$ cat src/dmrq_pkg.sv
// Purpose: shared constants and types for the dma request and transfer mode controller
// Assumes: four channels, one 100 MHz core clock
// Notes: per-channel control and mode bytes arrive packed side by side on plain ports
package dmrq_pkg;
	localparam int NCH = 4;
	localparam int CH_W = 2;
	localparam int BYTE_W = 8;
	localparam int SRC_LSB = 0;
	localparam int SRC_W = 4;
	localparam int SENSE_BIT = 4;
	localparam int MODE_BIT = 2;
	localparam logic [3:0] SRC_NONE = 4'h0;
	localparam logic [3:0] SRC_EXT = 4'h1;
	localparam logic [3:0] SRC_SW = 4'h2;
	localparam logic [3:0] SRC_PERIPH_FIRST = 4'h3;
	localparam int NPERIPH = 13;
	localparam int FIFO_DEPTH = 16;
	localparam int CMD_W = 4;
	localparam logic [3:0] PIN_IDLE = 4'hf;
	localparam logic [3:0] EN_RESET = 4'h0;
	localparam logic [3:0] FLAG_RESET = 4'h0;
	localparam real CLK_PERIOD_NS = 10.0;
	typedef enum logic [1:0] {
		ST_CPU = 2'b00,
		ST_DMA = 2'b01,
		ST_OTHER = 2'b10,
		ST_GAP = 2'b11
	} dmrq_bus_state_t;
endpackage : dmrq_pkg

$ cat src/dmrq_core.sv
// Purpose: request capture, burst and cycle-steal sequencing and bus yielding for four channels
// Assumes: arbiter requests, peripheral requests and config come from core-clock logic
// Notes: address and count datapath sits outside; it pops one command per transfer unit
`timescale 1ns/100ps

module dmrq_fifo #(
	parameter int WIDTH = 4,
	parameter int DEPTH = 16
) (
	input wire logic clk, // core clock
	input wire logic rst, // async reset, high
	input wire logic in_valid, // push request
	output logic in_ready, // room for a word
	input wire logic [WIDTH-1:0] in_data, // pushed word
	output logic out_valid, // head word present
	input wire logic out_ready, // consumer takes head
	output logic [WIDTH-1:0] out_data // head word
);
	localparam int AW = $clog2(DEPTH);
	localparam int CW = $clog2(DEPTH + 1);
	typedef struct packed {
		logic [DEPTH-1:0][WIDTH-1:0] mem;
		logic [AW-1:0] wr;
		logic [AW-1:0] rd;
		logic [CW-1:0] cnt;
		logic ov;
		logic [WIDTH-1:0] od;
	} dmrq_fifo_state_t;
	dmrq_fifo_state_t r_reg, r_next;
	logic take, load;

	// head sits in a register so the consumer sees flop outputs
	assign in_ready = (r_reg.cnt != CW'(DEPTH));
	assign out_valid = r_reg.ov;
	assign out_data = r_reg.od;

	always_comb begin
		r_next = r_reg;
		take = in_valid && in_ready;
		load = (r_reg.cnt != '0) && (!r_reg.ov || out_ready);
		if (take) begin
			r_next.mem[r_reg.wr] = in_data;
			r_next.wr = (r_reg.wr == AW'(DEPTH - 1)) ? '0 : AW'(r_reg.wr + 1'b1);
		end
		if (load) begin
			r_next.od = r_reg.mem[r_reg.rd];
			r_next.ov = 1'b1;
			r_next.rd = (r_reg.rd == AW'(DEPTH - 1)) ? '0 : AW'(r_reg.rd + 1'b1);
		end else if (out_ready) begin
			r_next.ov = 1'b0;
		end
		r_next.cnt = CW'(r_reg.cnt + CW'(take) - CW'(load));
	end

	always_ff @(posedge clk or posedge rst) begin
		if (rst) begin
			r_reg <= '0;
		end else begin
			r_reg <= r_next;
		end
	end
endmodule : dmrq_fifo

// Functional notes
// - sense bit clear selects edge sensing of the request pin
// - falling edge on the request pin sets the channel flag
// - burst edge flag clears on disable, software clear, completion or terminal count
// - accepted burst locks out every other channel until it ends
// - bus order: refresh, hold, dma, then cpu
// - higher master takes bus after current cycle; transfer resumes afterwards
// - four-bit field picks none, pin, software, timers, uarts or converter
// - after burst completion the cpu gets one bus cycle before next request; a terminal count stop gets none
// - level flag follows pin low; pin high stops burst, enable kept
// - pin low again resumes at the next address
// - level flag stays set while pin low even after completion
// - mode bit set selects cycle steal, which needs edge sensing
// - cycle steal clears flag at unit start; bus returns if nothing pending
// - cycle steal re-picks the highest pending channel after every unit
// - cycle steal keeps enable set and continues at next request
// - count zero, and block count zero in array chain, ends and disables
// - new pin edge before cycle end re-sets the flag for continuous transfer
// - a channel is accepted only with flag and enable both set
// - software request pulse sets the flag when software source selected
// - mode bit clear selects burst transfer
// - fixed priority: channel 0 highest down to channel 3
module dmrq_core (
	input wire logic CORE_CLK, // 100 MHz core clock
	input wire logic RST, // async reset, high
	input wire logic [3:0] EXT_XFER_REQUEST_N, // request pins, low active
	input wire logic TERMINAL_COUNT_N, // forced stop pin, low active
	input wire logic [12:0] PERIPH_REQ, // internal source pulses
	input wire logic [31:0] CHANNEL_CONTROL_REG, // byte per channel: source, sense
	input wire logic [31:0] CHANNEL_MODE_LOW_REG, // byte per channel: transfer mode
	input wire logic [3:0] SW_REQ_WR, // software request write pulse
	input wire logic [3:0] ENABLE_SET, // software enable set pulse
	input wire logic [3:0] ENABLE_CLR, // software enable clear pulse
	input wire logic [3:0] FLAG_CLR, // software flag clear pulse
	input wire logic [3:0] COUNT_ZERO, // transfer counter is zero
	input wire logic [3:0] BLOCK_ZERO, // block counter is zero
	input wire logic [3:0] ARRAY_CHAIN, // array chain transfer selected
	input wire logic REFRESH_REQ, // dram refresh wants bus
	input wire logic HOLD_REQ, // external hold wants bus
	input wire logic BUS_CYCLE_END, // current bus cycle ends
	input wire logic XFER_CMD_READY, // datapath takes command
	output logic XFER_CMD_VALID, // command waiting
	output logic [3:0] XFER_CMD_DATA, // {steal, lock, channel}
	output logic [3:0] REQ_FLAG, // channel request flags
	output logic [3:0] ENABLE, // channel enable bits
	output logic [3:0] CHANNEL_DONE, // normal completion pulse
	output logic [1:0] ACTIVE_CHAN, // channel last served
	output logic GRANT_CPU, // cpu owns bus
	output logic GRANT_DMA, // dma owns bus
	output logic GRANT_REFRESH, // refresh owns bus
	output logic GRANT_HOLD // hold owns bus
);
	typedef struct packed {
		logic [3:0] ext_s1;
		logic [3:0] ext_s2;
		logic [3:0] ext_s3;
		logic tc_s1;
		logic tc_s2;
		logic [3:0] flag;
		logic [3:0] en;
		logic [3:0] done;
		dmrq_pkg::dmrq_bus_state_t st;
		logic [1:0] chan;
		logic lock;
		logic g_cpu;
		logic g_dma;
		logic g_ref;
		logic g_hold;
	} dmrq_core_state_t;
	localparam dmrq_core_state_t RESET_STATE = '{
		ext_s1: dmrq_pkg::PIN_IDLE, ext_s2: dmrq_pkg::PIN_IDLE, ext_s3: dmrq_pkg::PIN_IDLE,
		tc_s1: 1'b1, tc_s2: 1'b1, flag: dmrq_pkg::FLAG_RESET, en: dmrq_pkg::EN_RESET,
		done: 4'h0, st: dmrq_pkg::ST_CPU, chan: 2'h0, lock: 1'b0,
		g_cpu: 1'b1, g_dma: 1'b0, g_ref: 1'b0, g_hold: 1'b0};

	dmrq_core_state_t r_reg, r_next;
	logic [3:0] src [dmrq_pkg::NCH];
	logic [3:0] hit, lvl_mode, cs_mode, clr, en_off, accept, avail, cur;
	logic higher, fin, tc_stop, any, start_ok, push, fifo_ready;
	logic [1:0] best;
	logic [3:0] push_data;

	always_comb begin
		for (int i = 0; i < dmrq_pkg::NCH; i++) begin
			src[i] = CHANNEL_CONTROL_REG[i*dmrq_pkg::BYTE_W + dmrq_pkg::SRC_LSB +: dmrq_pkg::SRC_W];
			lvl_mode[i] = CHANNEL_CONTROL_REG[i*dmrq_pkg::BYTE_W + dmrq_pkg::SENSE_BIT]
				&& (src[i] == dmrq_pkg::SRC_EXT);
			cs_mode[i] = CHANNEL_MODE_LOW_REG[i*dmrq_pkg::BYTE_W + dmrq_pkg::MODE_BIT];
			hit[i] = 1'b0;
			if (src[i] == dmrq_pkg::SRC_EXT) begin
				hit[i] = !lvl_mode[i] && r_reg.ext_s3[i] && !r_reg.ext_s2[i];
			end else if (src[i] == dmrq_pkg::SRC_SW) begin
				hit[i] = SW_REQ_WR[i];
			end else if (src[i] != dmrq_pkg::SRC_NONE) begin
				hit[i] = PERIPH_REQ[4'(src[i] - dmrq_pkg::SRC_PERIPH_FIRST)];
			end
		end
	end

	assign accept = r_reg.flag & r_reg.en;
	assign higher = REFRESH_REQ || HOLD_REQ;
	assign cur = 4'(4'h1 << r_reg.chan);
	assign fin = COUNT_ZERO[r_reg.chan] && (!ARRAY_CHAIN[r_reg.chan] || BLOCK_ZERO[r_reg.chan]);
	// terminal count only ends a burst; a stolen unit simply finishes
	assign tc_stop = !r_reg.tc_s2 && !cs_mode[r_reg.chan];

	always_comb begin
		// a locked burst only competes with itself; a finishing channel drops out
		avail = r_reg.lock ? (accept & cur) : accept;
		if (r_reg.st == dmrq_pkg::ST_DMA && BUS_CYCLE_END && (fin || tc_stop)) begin
			avail = r_reg.lock ? 4'h0 : (accept & ~cur);
		end
		any = 1'b0;
		best = 2'h0;
		for (int i = dmrq_pkg::NCH - 1; i >= 0; i--) begin
			if (avail[i]) begin
				any = 1'b1;
				best = 2'(i);
			end
		end
		start_ok = any && fifo_ready && !higher;
	end

	always_comb begin
		r_next = r_reg;
		r_next.ext_s1 = EXT_XFER_REQUEST_N;
		r_next.ext_s2 = r_reg.ext_s1;
		r_next.ext_s3 = r_reg.ext_s2;
		r_next.tc_s1 = TERMINAL_COUNT_N;
		r_next.tc_s2 = r_reg.tc_s1;
		r_next.done = 4'h0;
		clr = FLAG_CLR | ENABLE_CLR;
		en_off = ENABLE_CLR;
		push = 1'b0;
		if (r_reg.lock && !r_reg.en[r_reg.chan]) begin
			r_next.lock = 1'b0;
		end
		case (r_reg.st)
			dmrq_pkg::ST_CPU: begin
				if (higher) begin
					r_next.st = dmrq_pkg::ST_OTHER;
				end else if (start_ok) begin
					push = 1'b1;
				end
			end
			dmrq_pkg::ST_DMA: begin
				if (BUS_CYCLE_END) begin
					r_next.st = dmrq_pkg::ST_CPU;
					if (fin) begin
						en_off[r_reg.chan] = 1'b1;
						r_next.done[r_reg.chan] = 1'b1;
						clr[r_reg.chan] = 1'b1;
						r_next.lock = 1'b0;
					end else if (tc_stop) begin
						clr[r_reg.chan] = 1'b1;
						r_next.lock = 1'b0;
					end
					if (fin && !cs_mode[r_reg.chan]) begin
						r_next.st = dmrq_pkg::ST_GAP;
					end else if (higher && !(fin || tc_stop)) begin
						r_next.st = dmrq_pkg::ST_OTHER;
					end else if (start_ok) begin
						push = 1'b1;
					end
					// a burst whose level request dropped falls back to the cpu, lock kept
				end
			end
			dmrq_pkg::ST_OTHER: begin
				if (!higher) begin
					r_next.st = dmrq_pkg::ST_CPU;
				end
			end
			default: begin
				if (BUS_CYCLE_END) begin
					r_next.st = dmrq_pkg::ST_CPU;
				end
			end
		endcase
		if (push) begin
			r_next.st = dmrq_pkg::ST_DMA;
			r_next.chan = best;
			if (cs_mode[best]) begin
				clr[best] = 1'b1;
			end else begin
				r_next.lock = 1'b1;
			end
		end
		for (int i = 0; i < dmrq_pkg::NCH; i++) begin
			if (lvl_mode[i]) begin
				r_next.flag[i] = !r_reg.ext_s2[i];
			end else begin
				// a fresh request in the clearing cycle is kept
				r_next.flag[i] = (r_reg.flag[i] && !clr[i]) || hit[i];
			end
			r_next.en[i] = (r_reg.en[i] && !en_off[i]) || ENABLE_SET[i];
		end
		r_next.g_dma = (r_next.st == dmrq_pkg::ST_DMA);
		r_next.g_ref = (r_next.st == dmrq_pkg::ST_OTHER) && REFRESH_REQ;
		r_next.g_hold = (r_next.st == dmrq_pkg::ST_OTHER) && !REFRESH_REQ && HOLD_REQ;
		r_next.g_cpu = !(r_next.g_dma || r_next.g_ref || r_next.g_hold);
	end

	assign push_data = {cs_mode[best], !cs_mode[best], best};

	always_ff @(posedge CORE_CLK or posedge RST) begin
		if (RST) begin
			r_reg <= RESET_STATE;
		end else begin
			r_reg <= r_next;
		end
	end

	// command queue lets the datapath lag; when full no new unit starts
	dmrq_fifo #(.WIDTH(dmrq_pkg::CMD_W), .DEPTH(dmrq_pkg::FIFO_DEPTH)) u_cmd_fifo (
		.clk(CORE_CLK),
		.rst(RST),
		.in_valid(push),
		.in_ready(fifo_ready),
		.in_data(push_data),
		.out_valid(XFER_CMD_VALID),
		.out_ready(XFER_CMD_READY),
		.out_data(XFER_CMD_DATA)
	);

	assign REQ_FLAG = r_reg.flag;
	assign ENABLE = r_reg.en;
	assign CHANNEL_DONE = r_reg.done;
	assign ACTIVE_CHAN = r_reg.chan;
	assign GRANT_CPU = r_reg.g_cpu;
	assign GRANT_DMA = r_reg.g_dma;
	assign GRANT_REFRESH = r_reg.g_ref;
	assign GRANT_HOLD = r_reg.g_hold;

	a_accept_needs_en: assert property (@(posedge CORE_CLK) disable iff (RST)
		push |-> (r_reg.flag[best] && r_reg.en[best]))
		else $error("unit started on a channel without flag and enable");
	a_burst_lock_chan: assert property (@(posedge CORE_CLK) disable iff (RST)
		(push && r_reg.lock) |-> (best == r_reg.chan))
		else $error("locked burst served another channel");
	a_refresh_first: assert property (@(posedge CORE_CLK) disable iff (RST)
		(r_reg.st == dmrq_pkg::ST_CPU && REFRESH_REQ) |=> (GRANT_REFRESH && !GRANT_DMA))
		else $error("refresh not granted first");
	a_yield_keeps_lock: assert property (@(posedge CORE_CLK) disable iff (RST)
		(r_reg.st == dmrq_pkg::ST_DMA && BUS_CYCLE_END && higher && !fin && !tc_stop
		&& r_reg.en[r_reg.chan] && !ENABLE_CLR[r_reg.chan])
		|=> (r_reg.st == dmrq_pkg::ST_OTHER && r_reg.lock == $past(r_reg.lock)))
		else $error("bus not yielded or burst lost on yield");
	a_gap_after_burst: assert property (@(posedge CORE_CLK) disable iff (RST)
		(r_reg.st == dmrq_pkg::ST_DMA && BUS_CYCLE_END && fin && !cs_mode[r_reg.chan])
		|=> GRANT_CPU [*2])
		else $error("cpu not given a bus cycle after burst end");
	a_steal_clears_flag: assert property (@(posedge CORE_CLK) disable iff (RST)
		(push && cs_mode[best] && !hit[best]) |=> !REQ_FLAG[$past(best)])
		else $error("cycle steal flag not cleared at unit start");
	a_done_disables: assert property (@(posedge CORE_CLK) disable iff (RST)
		(r_reg.done != 4'h0) |-> ((r_reg.done & r_reg.en & ~$past(ENABLE_SET)) == 4'h0))
		else $error("enable still set after completion");

	for (genvar g = 0; g < dmrq_pkg::NCH; g++) begin : g_chk
		a_edge_sets_flag: assert property (@(posedge CORE_CLK) disable iff (RST)
			hit[g] |=> REQ_FLAG[g])
			else $error("request edge did not set flag");
		a_level_follows: assert property (@(posedge CORE_CLK) disable iff (RST)
			lvl_mode[g] |=> (REQ_FLAG[g] == !$past(r_reg.ext_s2[g])))
			else $error("level flag does not follow pin");
	end
endmodule : dmrq_core

$ cat config.mk
export PLATFORM = sky130hd
export DESIGN_NAME = dmrq_core
export DESIGN_NICKNAME = d
export VERILOG_FILES = /design/src/dmrq_pkg.sv /design/src/dmrq_core.sv
export SDC_FILE = /design/constraint.sdc
export NUM_CORES = 1
export LEC_CHECK = 0
export BUFFER_PORTS_ARGS = -buffer_cell sky130_fd_sc_hd__buf_2
export CAP_MARGIN = 20
export CORE_MARGIN = 3
export CORE_UTILIZATION = 56
export DETAILED_ROUTE_END_ITERATION = 7
export MAX_ROUTING_LAYER = met4
export PLACE_DENSITY = 0.81
export SETUP_SLACK_MARGIN = 0.02
export SYNTH_ARGS = -nofsm -noshare
export SYNTH_HDL_FRONTEND = slang
export SYNTH_SLANG_ARGS = --single-unit
export TNS_END_PERCENT = 50
$ cat constraint.sdc
create_clock -name CORE_CLK -period 4 [get_ports CORE_CLK]
set_clock_uncertainty 0.05 [all_clocks]
set_input_delay 0.6 -clock CORE_CLK [delete_from_list [all_inputs] [get_ports CORE_CLK]]
set_output_delay 0.6 -clock CORE_CLK [all_outputs]
set_load 0.1 [all_outputs]
==> impl_metrics.csv, run 1 <==
group,metric,value,unit
outcome,status,"finished clean",
clocking,post_cts_resized,0,
final_layout,drive_gt1_share,30.8,%
worst_hold_path,min-delay-start,"EXT_XFER_REQUEST_N[0]",
sta,setup_violations,0,
clocking,cts_buffer_depth,2,
detailed_routing,wl_per_cell,18.7,microns
final_layout,fillCellCount,866,
clocking,clkLatencyLatePin,0.41,ns
clocking,path_clk_slew,0.06,ns
sta,fmax,284,MHz
critical_path,cp.arrival,3.76,ns
sta,worst_slew_pin_slew,0.977,ns
clocking,cts_root_buffer,"clkbuf_16",
detailed_routing,drtIter0Drc,546,
final_layout,layout_common_cells,"dfrtp_1, buf_2, nand2_1",
sta,rsz0062_at_grt,"no",
sta,drv_slew,0,
critical_path,reg2reg_from,"ACTIVE_CHAN[0]$_DFFE_PP0N_",
critical_path,startpoint_type,"register",
sta,max_slew_margin,34.9,%
detailed_routing,ant_nets,0,
synth,synth_edf_count,0,
critical_path,r2r_end,"u_cmd_fifo.r_reg[9]$_DFF_PP0_",
critical_path,cp_max_fo,20,
floorplan,fp.dieH,116,microns
pwr,max-vdd-ir-drop,0.342,mV
placed_design,dp_hpwl,11700,microns
grt,gr-usage-all-layers,26.6,%
critical_path,rrSetupSlack,0.48,ns
clocking,cts_made_buffers,17,
synth,synth_cell_types,66,
floorplan,die_area,13600,sq um
floorplan,coreArea,11700,sq um
synth,ys_seq_area_share,43.1,%
grt,grt_pass1_vias,5514,
grt,grt_pass1_wl,27100,microns
sta,final-hold-violation-count,0,
synth,ys_ff_latch,117,
sta,min_period_over_period,88.0,%
critical_path,r2r_cells,13,
floorplan,rows,39,
critical_path,worst-setup-path-type,"reg -> reg",
grt,antenna_found_initial,1,
detailed_routing,drc_errors,0,
synth,ys.warnings.count,0,
placed_design,place.gp.congestion,0.890,
detailed_routing,drt_pre_antenna_iters,5,
synth,synthesis.nets,768,
flow_run,max_cap_viol_count,0,
critical_path,critPathRequiredTime,4.24,ns
worst_hold_path,holdPathEnd,"r_next[27]$_DFF_PP1_",
synth,ys.flop_type,"dfrtp_1",
final_layout,layout_commonest_cell,"dfrtp_1",
critical_path,cp-end-kind,"register",
pwr,powerDensity,664,nW/um^2
grt,overflow,0,
final_layout,fin_util,67.9,%
sta,fin_hold_ws,0.234,ns
worst_hold_path,worstHoldPathType,"in -> reg",
pwr,total_power,5.25,mW
detailed_routing,wl,16200,microns
floorplan,initial_core_util,58.6,%
pwr,leakage,3.56,nW
placed_design,port_buffers,98,
clocking,tritoncts,"yes",
detailed_routing,viasPerCell,6.11,
clocking,hold_buffers,0,
grt,met1_usage,31.7,%
synth,syn_area,6840,sq um
grt,grtUsageMet2,44.1,%
grt,busiest_layer,"met2",
grt,grt_max_degree,66,
clocking,cts-htree-levels,4,
grt,grtUsageMet3,6.32,%
final_layout,area_growth,15.8,%
synth,synth_cells,624,
detailed_routing,num_vias,5283,
sta,finalCriticalPeriod,3.52,ns
final_layout,largest_reg_flops,77,
clocking,cts_num_sinks,117,
floorplan,die-width,116,microns
worst_hold_path,hold_depth,1,
sta,finalSetupTns,0,ns
synth,async_flop_share,100,%
final_layout,final_nets,852,
floorplan,num_io_pins,139,
clocking,post_cts_buffers,0,
synth,avgSynthCellArea,11.0,sq um
## worst max path at each step
stage,start,to,cells past startpoint
floorplan,RST,ACTIVE_CHAN[0]$_DFFE_PP0N_,1
global placement,ACTIVE_CHAN[0]$_DFFE_PP0N_,u_cmd_fifo.r_reg[9]$_DFF_PP0_,13
detailed placement,ACTIVE_CHAN[0]$_DFFE_PP0N_,u_cmd_fifo.r_reg[9]$_DFF_PP0_,13
CTS,ACTIVE_CHAN[0]$_DFFE_PP0N_,u_cmd_fifo.r_reg[9]$_DFF_PP0_,13
global route,ACTIVE_CHAN[0]$_DFFE_PP0N_,u_cmd_fifo.r_reg[9]$_DFF_PP0_,13
finish,ACTIVE_CHAN[0]$_DFFE_PP0N_,u_cmd_fifo.r_reg[9]$_DFF_PP0_,13
## per-stage QoR
| stage | instance area, sq um | worst slack, ns | std cells |
|---|---|---|---|
| floorplan | 6840 | 0.274 | 624 |
| global placement | 7300 | 0.680 | 831 |
| detailed placement | 7300 | 0.599 | 831 |
| CTS | 7890 | 0.555 | 863 |
| global route | 7920 | 0.250 | 865 |
| finish | 7920 | 0.481 | 865 |
## layer usage
metal,share of wire (%),wire length [microns]
met4,1.6,263
met3,6.1,994
met5,0,0
met1,41,6650
met2,51,8300
## cell families (layout without fill, tap and decap cells)
| family | Yosys count | in the layout | share of synthesized area, % |
|---|---|---|---|
| AND/OR/NAND/NOR | 185 | 185 | 14.3 |
| AO/OA/AOI/OAI | 149 | 149 | 13.8 |
| flip-flops | 117 | 117 | 43.1 |
| buffers and inverters | 71 | 168 | 5.80 |
| multiplexers | 60 | 60 | 15.9 |
| adder cells (fa/ha/maj) | 28 | 28 | 5.23 |
| XOR/XNOR | 14 | 14 | 1.79 |
| other | 0 | 1 | 0 |
## cell usage after synthesis, types with 4 or more instances
cell type | instances | area (sq um)
a21o_1 | 4 | 30.0
a21oi_1 | 27 | 135
and3_1 | 4 | 25.0
buf_4 | 20 | 150
buf_6 | 6 | 67.6
clkbuf_1 | 13 | 48.8
dfrtp_1 | 102 | 2550
dfstp_2 | 15 | 394
ha_1 | 27 | 338
inv_1 | 26 | 97.6
mux2_1 | 4 | 45.0
mux2_2 | 8 | 90.1
mux2i_1 | 9 | 90.1
mux4_2 | 37 | 833
nand2_1 | 75 | 282
nand2b_1 | 11 | 68.8
nand3_1 | 12 | 60.1
nand3_4 | 10 | 175
nand4_1 | 8 | 50.1
nor2_1 | 35 | 131
nor2b_1 | 12 | 75.1
nor3_1 | 7 | 35.0
o21ai_0 | 29 | 145
o21ai_1 | 44 | 220
o21bai_1 | 4 | 30.0
o31ai_1 | 5 | 37.5
xnor2_1 | 11 | 96.3
## area by class of cell
cell class	count	area (sq um)	area share, %
diodes	1	2.50	0.0316
repair buffers	109	593	7.49
multi-input cells	436	3490	44.1
clock buffers	18	439	5.55
inverters	27	111	1.41
flip-flops and latches	117	2950	37.2
well taps	143	179	2.26
clock inverters	14	153	1.93
## power by group
group	internal [mW]	leakage (nW)	switching (mW)
Combinational	0.777	1.79	1.19
Clock	0.938	0.279	0.559
Sequential	1.45	1.50	0.338
## worst max-delay path, stage by stage, from the launching register on
cell	delay (ns)
dfrtp_1	0.87
nor2_1	0.19
a22oi_1	0.28
o211ai_1	0.16
a221oi_1	0.48
o31a_1	0.27
ha_1	0.22
inv_1	0.07
fa_1	0.41
inv_1	0.07
a21oi_1	0.06
nor2_1	0.09
nor2_1	0.05
xnor2_1	0.12
No activity file was read; power rests on OpenSTA's default activity.
==> inputs of run 2 (changes only) <==
--- a/config.mk
+++ b/config.mk
@@ -8,10 +8,10 @@
 export BUFFER_PORTS_ARGS = -buffer_cell sky130_fd_sc_hd__buf_2
 export CAP_MARGIN = 20
 export CORE_MARGIN = 3
-export CORE_UTILIZATION = 56
+export CORE_UTILIZATION = 60
 export DETAILED_ROUTE_END_ITERATION = 7
 export MAX_ROUTING_LAYER = met4
-export PLACE_DENSITY = 0.81
+export PLACE_DENSITY = 0.86
 export SETUP_SLACK_MARGIN = 0.02
 export SYNTH_ARGS = -nofsm -noshare
 export SYNTH_HDL_FRONTEND = slang
==> constraint.sdc (replaced) <==
create_clock -name CORE_CLK -period 4.1 [get_ports CORE_CLK]
set_clock_uncertainty 0.05 [all_clocks]
set_input_delay 0.615 -clock CORE_CLK [delete_from_list [all_inputs] [get_ports CORE_CLK]]
set_output_delay 0.615 -clock CORE_CLK [all_outputs]
set_load 0.1 [all_outputs]
==> run 2 against run 1 <==
Critical path type unchanged. Sequential share of layout area shrank 0.23 points. First-iteration DRC count shrank 3.7%. Fmax shrank 2.7%. Non-clock buffer count shrank 3. Flip-flop and latch count is the same. Worst hold slack gained 0.016 ns. Critical path depth shrank 3. Largest cell class unchanged. Sequential power is essentially flat. Final area grew 0.66%. Utilization grew 4.7 points.
==> impl_metrics.csv, run 2 (same netlist as run 1, synthesis figures left out) <==
group,metric,value,unit
clocking,cts-htree-levels,4,
worst_hold_path,worstHoldPathType,"in -> reg",
floorplan,die-width,113,microns
clocking,cts_buffer_depth,2,
grt,antenna_found_initial,0,
sta,drv_slew,0,
grt,grt_max_degree,78,
detailed_routing,wl_per_cell,18.2,microns
critical_path,cp.depth,10,
clocking,cts_made_buffers,17,
clocking,tritoncts,"yes",
pwr,max-vdd-ir-drop,0.783,mV
floorplan,coreArea,11000,sq um
final_layout,layout_commonest_cell,"dfrtp_1",
clocking,cts_num_sinks,117,
final_layout,final_nets,849,
clocking,clkLatencyLatePin,0.41,ns
final_layout,drive_gt1_share,30.4,%
pwr,clkPwrFrac,31.6,%
flow_run,max_cap_viol_count,0,
critical_path,r2r_end,"u_cmd_fifo.r_reg[57]$_DFFE_PP0P_",
placed_design,dp_hpwl,11200,microns
detailed_routing,viasPerCell,6.10,
final_layout,multiInputGateArea,3490,sq um
outcome,status,"finished clean",
critical_path,r2r_cells,10,
final_layout,antenna_cells,0,
detailed_routing,num_vias,5237,
detailed_routing,ant_nets,0,
floorplan,die_area,12700,sq um
placed_design,place_ws,0.488,ns
critical_path,cp_cell_sequence,"nor2_1 -> a22oi_1 -> o211ai_1 -> a221oi_1 -> o31a_1 -> buf_4 -> buf_4 -> nand3_1 -> nand2_1 -> o21ai_0",
sta,rsz0062_at_grt,"no",
pwr,power.switching,2.00,mW
detailed_routing,drtIter0Drc,526,
sta,final-hold-violation-count,0,
final_layout,fillCellCount,741,
final_layout,largest_reg_flops,77,
final_layout,area_growth,16.6,%
sta,worst_slew_pin_slew,0.943,ns
floorplan,initial_core_util,62.2,%
critical_path,cp.arrival,3.85,ns
pwr,pwr-share-seq,33.1,%
critical_path,cp_slowest_cell,"dfrtp_1",
floorplan,num_io_pins,139,
critical_path,crit_top_cell,"buf_4",
clocking,cts_root_buffer,"clkbuf_16",
clocking,hold_buffers,0,
critical_path,crit_path_end,"u_cmd_fifo.r_reg[57]$_DFFE_PP0P_",
floorplan,rows,38,
sta,fmax,276,MHz
critical_path,critPathRequiredTime,4.33,ns
pwr,powerDensity,666,nW/um^2
sta,fin_ws,0.483,ns
critical_path,critPathMaxStageDelay,0.88,ns
pwr,leakage,3.60,nW
detailed_routing,drc_errors,0,
sta,setup_violations,0,
grt,overflow,0,
worst_hold_path,min-delay-start,"EXT_XFER_REQUEST_N[3]",
placed_design,place.gp.congestion,0.880,
placed_design,port_buffers,98,
critical_path,path_buf_inv,2,
clocking,path_clk_slew,0.06,ns
critical_path,rrSetupSlack,0.48,ns
grt,grt_pass1_wl,26300,microns
sta,max_slew_margin,37.1,%
sta,finalCriticalPeriod,3.62,ns
sta,finalSetupTns,0,ns
critical_path,reg2reg_from,"ACTIVE_CHAN[0]$_DFFE_PP0N_",
detailed_routing,drt_pre_antenna_iters,5,
pwr,p_int,3.31,mW
critical_path,cp-end-kind,"register",
sta,min_period_over_period,88.2,%
pwr,p_comb_share,35.3,%
final_layout,regArea,2950,sq um
critical_path,startpoint_type,"register",
critical_path,worst-setup-path-type,"reg -> reg",
detailed_routing,wl,15600,microns
floorplan,fp.dieH,113,microns
critical_path,cp_max_fo,20,
pwr,power.share.switching,37.7,%
critical_path,crit_family,"compound AO/OA/AOI/OAI gates",
grt,grt_pass1_vias,5264,
critical_path,crit_start,"ACTIVE_CHAN[0]$_DFFE_PP0N_",
grt,gr-usage-all-layers,26.8,%
final_layout,layout_common_cells,"dfrtp_1, buf_2, nand2_1",
## run 2: changes by cell type in the layout (fill, tap and decap cells not counted), sizes merged
cell / change
inv: -2
buf: -3
clkbuf: +2
clkinvlp: -4
diode: -1
bufinv: +4
## run 2: final cells by class
| type | count | area share, % |
|---|---|---|
| Clock buffer | 20 | 5.60 |
| Sequential cell | 117 | 37.0 |
| Timing Repair Buffer | 106 | 7.16 |
| Clock inverter | 12 | 2.83 |
| Tap cell | 140 | 2.20 |
| Inverter | 27 | 1.40 |
| Multi-Input combinational cell | 436 | 43.8 |
## run 2: repair_timing
| item | CTS | global route |
|---|---|---|
| setup endpoints to repair | 0 | 4 |
| gates resized for setup | 0 | 1 |
| setup buffers | 0 | 0 |
## run 2: power by group through the flow
stage	sequential, mW	combinational, mW	clock (mW)
final	1.76	1.87	1.68
after global routing	1.80	2.02	1.75
after global placement	1.76	1.72	0
after CTS	1.78	1.81	1.69
after detailed placement	1.80	1.78	0
after floorplan	1.60	1.65	0
## run 2: worst min path at each step
stage / end / slack (ns) / cells after the start
after global placement: r_next[23]$_DFF_PP1_ / 0.30 / 0
after CTS: r_next[30]$_DFF_PP1_ / 0.24 / 1
after floorplan: r_next[23]$_DFF_PP1_ / 0.30 / 0
after detailed placement: r_reg[21]$_DFF_PP1_ / 0.30 / 0
final: r_next[30]$_DFF_PP1_ / 0.25 / 1
after global routing: r_next[30]$_DFF_PP1_ / 0.23 / 1
## run 2: metrics by stage
step,hold slack [ns],power [mW],cells,utilization (%),cell area [sq um]
6_report,0.251,5.31,858,72.6,7970
3_3_place_gp,0.295,3.49,825,66.2,7270
3_5_place_dp,0.297,3.58,825,66.2,7270
2_1_floorplan,0.295,3.25,624,-,6840
4_1_cts,0.235,5.28,857,72.3,7940
5_1_grt,0.230,5.57,858,72.6,7970
## run 2: per-layer routing
layer / routed length, microns / global-route usage (%)
met3: 1020 / 6.26
met4: 261 / 8.25
met5: 0 / -
met1: 6450 / 34.5
met2: 7870 / 42.8
==> inputs of run 3 (changes only) <==
--- a/config.mk
+++ b/config.mk
@@ -12,6 +12,7 @@
 export DETAILED_ROUTE_END_ITERATION = 7
 export MAX_ROUTING_LAYER = met4
 export PLACE_DENSITY = 0.86
+export RECOVER_POWER = 25
 export SETUP_SLACK_MARGIN = 0.02
 export SYNTH_ARGS = -nofsm -noshare
 export SYNTH_HDL_FRONTEND = slang
==> run 3 against run 2 <==
The run now ends with capacitance limit, slew limit left. First-iteration DRC count fell by 0.38%. Die area did not move. Final area barely moved. Total power barely moved. Routed wire length fell by 0.17%. Via count fell by 0.15%. Critical path depth did not move. Final cell count did not move. Clock-buffer cell count did not move. Critical endpoint unchanged. Highest routed layer unchanged.
==> impl_metrics.csv, run 3 (same netlist as run 1, synthesis figures left out) <==
group,metric,value,unit
worst_hold_path,holdPathEnd,"r_next[30]$_DFF_PP1_",
clocking,cts_made_buffers,17,
grt,gr-usage-all-layers,26.8,%
pwr,max-vdd-ir-drop,0.783,mV
sta,worst_slew_pin_slew,2.87,ns
final_layout,antenna_cells,0,
pwr,pwr-share-seq,33.1,%
detailed_routing,drc_errors,0,
critical_path,crit_family,"compound AO/OA/AOI/OAI gates",
clocking,post_cts_resized,0,
clocking,tritoncts,"yes",
grt,grt_pass1_wl,26300,microns
critical_path,critPathRequiredTime,4.33,ns
sta,finalSetupTns,0,ns
detailed_routing,drtIter0Drc,524,
floorplan,num_io_pins,139,
pwr,power.switching,2.00,mW
grt,grt_max_degree,78,
critical_path,worst-setup-path-type,"reg -> reg",
detailed_routing,ant_nets,0,
clocking,cts_num_sinks,117,
placed_design,dp_hpwl,11200,microns
final_layout,layout_commonest_cell,"dfrtp_1",
critical_path,cp_cell_sequence,"nor2_1 -> a22oi_1 -> o211ai_1 -> a221oi_1 -> o31a_1 -> buf_4 -> buf_4 -> nand3_1 -> nand2_1 -> o21ai_0",
grt,overflow,0,
critical_path,cp.arrival,3.85,ns
sta,min_period_over_period,88.2,%
pwr,powerDensity,666,nW/um^2
sta,setup_violations,0,
final_layout,drive_gt1_share,29.7,%
pwr,leakage,3.60,nW
clocking,hold_buffers,0,
sta,fin_hold_ws,0.250,ns
floorplan,fp.dieH,113,microns
floorplan,die_area,12700,sq um
final_layout,final_nets,849,
floorplan,die-width,113,microns
critical_path,startpoint_type,"register",
clocking,cts_root_buffer,"clkbuf_16",
final_layout,fillCellCount,742,
outcome,status,"complete, but fails checks",
grt,antenna_found_initial,0,
flow_run,max_cap_viol_count,1,
pwr,clkPwrFrac,31.6,%
final_layout,layout_common_cells,"dfrtp_1, buf_2, nand2_1",
critical_path,crit_top_cell,"buf_4",
detailed_routing,viasPerCell,6.09,
critical_path,cp_slowest_cell,"dfrtp_1",
sta,finalCriticalPeriod,3.62,ns
clocking,path_clk_slew,0.06,ns
grt,grt_pass1_vias,5264,
pwr,power.share.switching,37.6,%
worst_hold_path,min-delay-start,"EXT_XFER_REQUEST_N[3]",
critical_path,critPathMaxStageDelay,0.88,ns
critical_path,reg2reg_from,"ACTIVE_CHAN[0]$_DFFE_PP0N_",
sta,drv_slew,78,
placed_design,port_buffers,98,
critical_path,r2r_cells,10,
pwr,p_comb_share,35.3,%
sta,rsz0062_at_grt,"no",
worst_hold_path,hold_depth,1,
outcome,violations,"capacitance limit, slew limit",
clocking,clkLatencyLatePin,0.41,ns
critical_path,cp_max_fo,20,
pwr,p_int,3.31,mW
detailed_routing,num_vias,5229,
sta,fmax,277,MHz
critical_path,cp-end-kind,"register",
clocking,post_cts_buffers,0,
clocking,cts-htree-levels,4,
detailed_routing,drt_pre_antenna_iters,5,
final_layout,largest_reg_flops,77,
floorplan,coreArea,11000,sq um
worst_hold_path,worstHoldPathType,"in -> reg",
sta,final-hold-violation-count,0,
floorplan,initial_core_util,62.2,%
critical_path,r2r_end,"u_cmd_fifo.r_reg[57]$_DFFE_PP0P_",
critical_path,rrSetupSlack,0.48,ns
final_layout,area_growth,16.5,%
placed_design,place.gp.congestion,0.880,
detailed_routing,wl,15600,microns
detailed_routing,wl_per_cell,18.2,microns
floorplan,rows,38,
sta,max_slew_margin,-91.7,%
clocking,cts_buffer_depth,2,
critical_path,path_buf_inv,2,
run 3: cell counts in the layout (fill, tap and decap cells not counted):
Identical to the previous run, type by type.
run 3: worst reg2reg max path: stages (launching register included):
cell      delay [ns]
dfrtp_1         0.88
nor2_1          0.18
a22oi_1         0.31
o211ai_1        0.19
a221oi_1        0.52
o31a_1          0.26
buf_4           0.30
buf_4           0.29
nand3_1         0.25
nand2_1         0.16
o21ai_0         0.10
run 3: cell type report:
type / instances / area, sq um / area share, %
clock inverter: 12 / 225 / 2.83
clock buffer: 20 / 447 / 5.61
tap: 140 / 175 / 2.20
multi-input combinational: 436 / 3490 / 43.8
inverter: 27 / 109 / 1.37
timing repair buffer: 106 / 571 / 7.16
sequential: 117 / 2950 / 37.0
run 3: worst max path at each step:
stage / start / end / slack (ns) / cells after the start
after floorplan: RST / ACTIVE_CHAN[0]$_DFFE_PP0N_ / 0.36 / 1
after global placement: ACTIVE_CHAN[1]$_DFFE_PP0N_ / u_cmd_fifo.r_reg[56]$_DFFE_PP0P_ / 0.64 / 9
after detailed placement: ACTIVE_CHAN[1]$_DFFE_PP0N_ / u_cmd_fifo.r_reg[56]$_DFFE_PP0P_ / 0.49 / 9
after CTS: ACTIVE_CHAN[1]$_DFFE_PP0N_ / u_cmd_fifo.r_reg[57]$_DFFE_PP0P_ / 0.44 / 10
after global routing: ACTIVE_CHAN[0]$_DFFE_PP0N_ / u_cmd_fifo.r_reg[57]$_DFFE_PP0P_ / 0.12 / 10
final: ACTIVE_CHAN[0]$_DFFE_PP0N_ / u_cmd_fifo.r_reg[57]$_DFFE_PP0P_ / 0.48 / 10
run 3: metal layers:
layer	GRT usage (%)	share of wire, %	wire length, microns
met4	8.25	1.8	279
met2	42.8	50	7850
met3	6.26	6.6	1030
met5	-	0	0
met1	34.5	41	6430
run 3: power groups by stage:
stage          clock network (mW)  logic [mW]  registers, mW
3_5_place_dp                    0        1.78           1.80
4_1_cts                      1.69        1.81           1.78
2_1_floorplan                   0        1.65           1.60
6_report                     1.68        1.87           1.76
3_3_place_gp                    0        1.72           1.76
5_1_grt                      1.75        2.02           1.80
run 3: through the flow:
stage               std cells  cell area, sq um  utilization, %  worst slack [ns]  total power [mW]
floorplan                 624              6840               -             0.359              3.25
detailed placement        825              7270            66.2             0.488              3.58
global placement          825              7270            66.2             0.641              3.49
CTS                       857              7940            72.3             0.436              5.28
global route              858              7970            72.5             0.122              5.57
finish                    858              7970            72.5             0.485              5.30
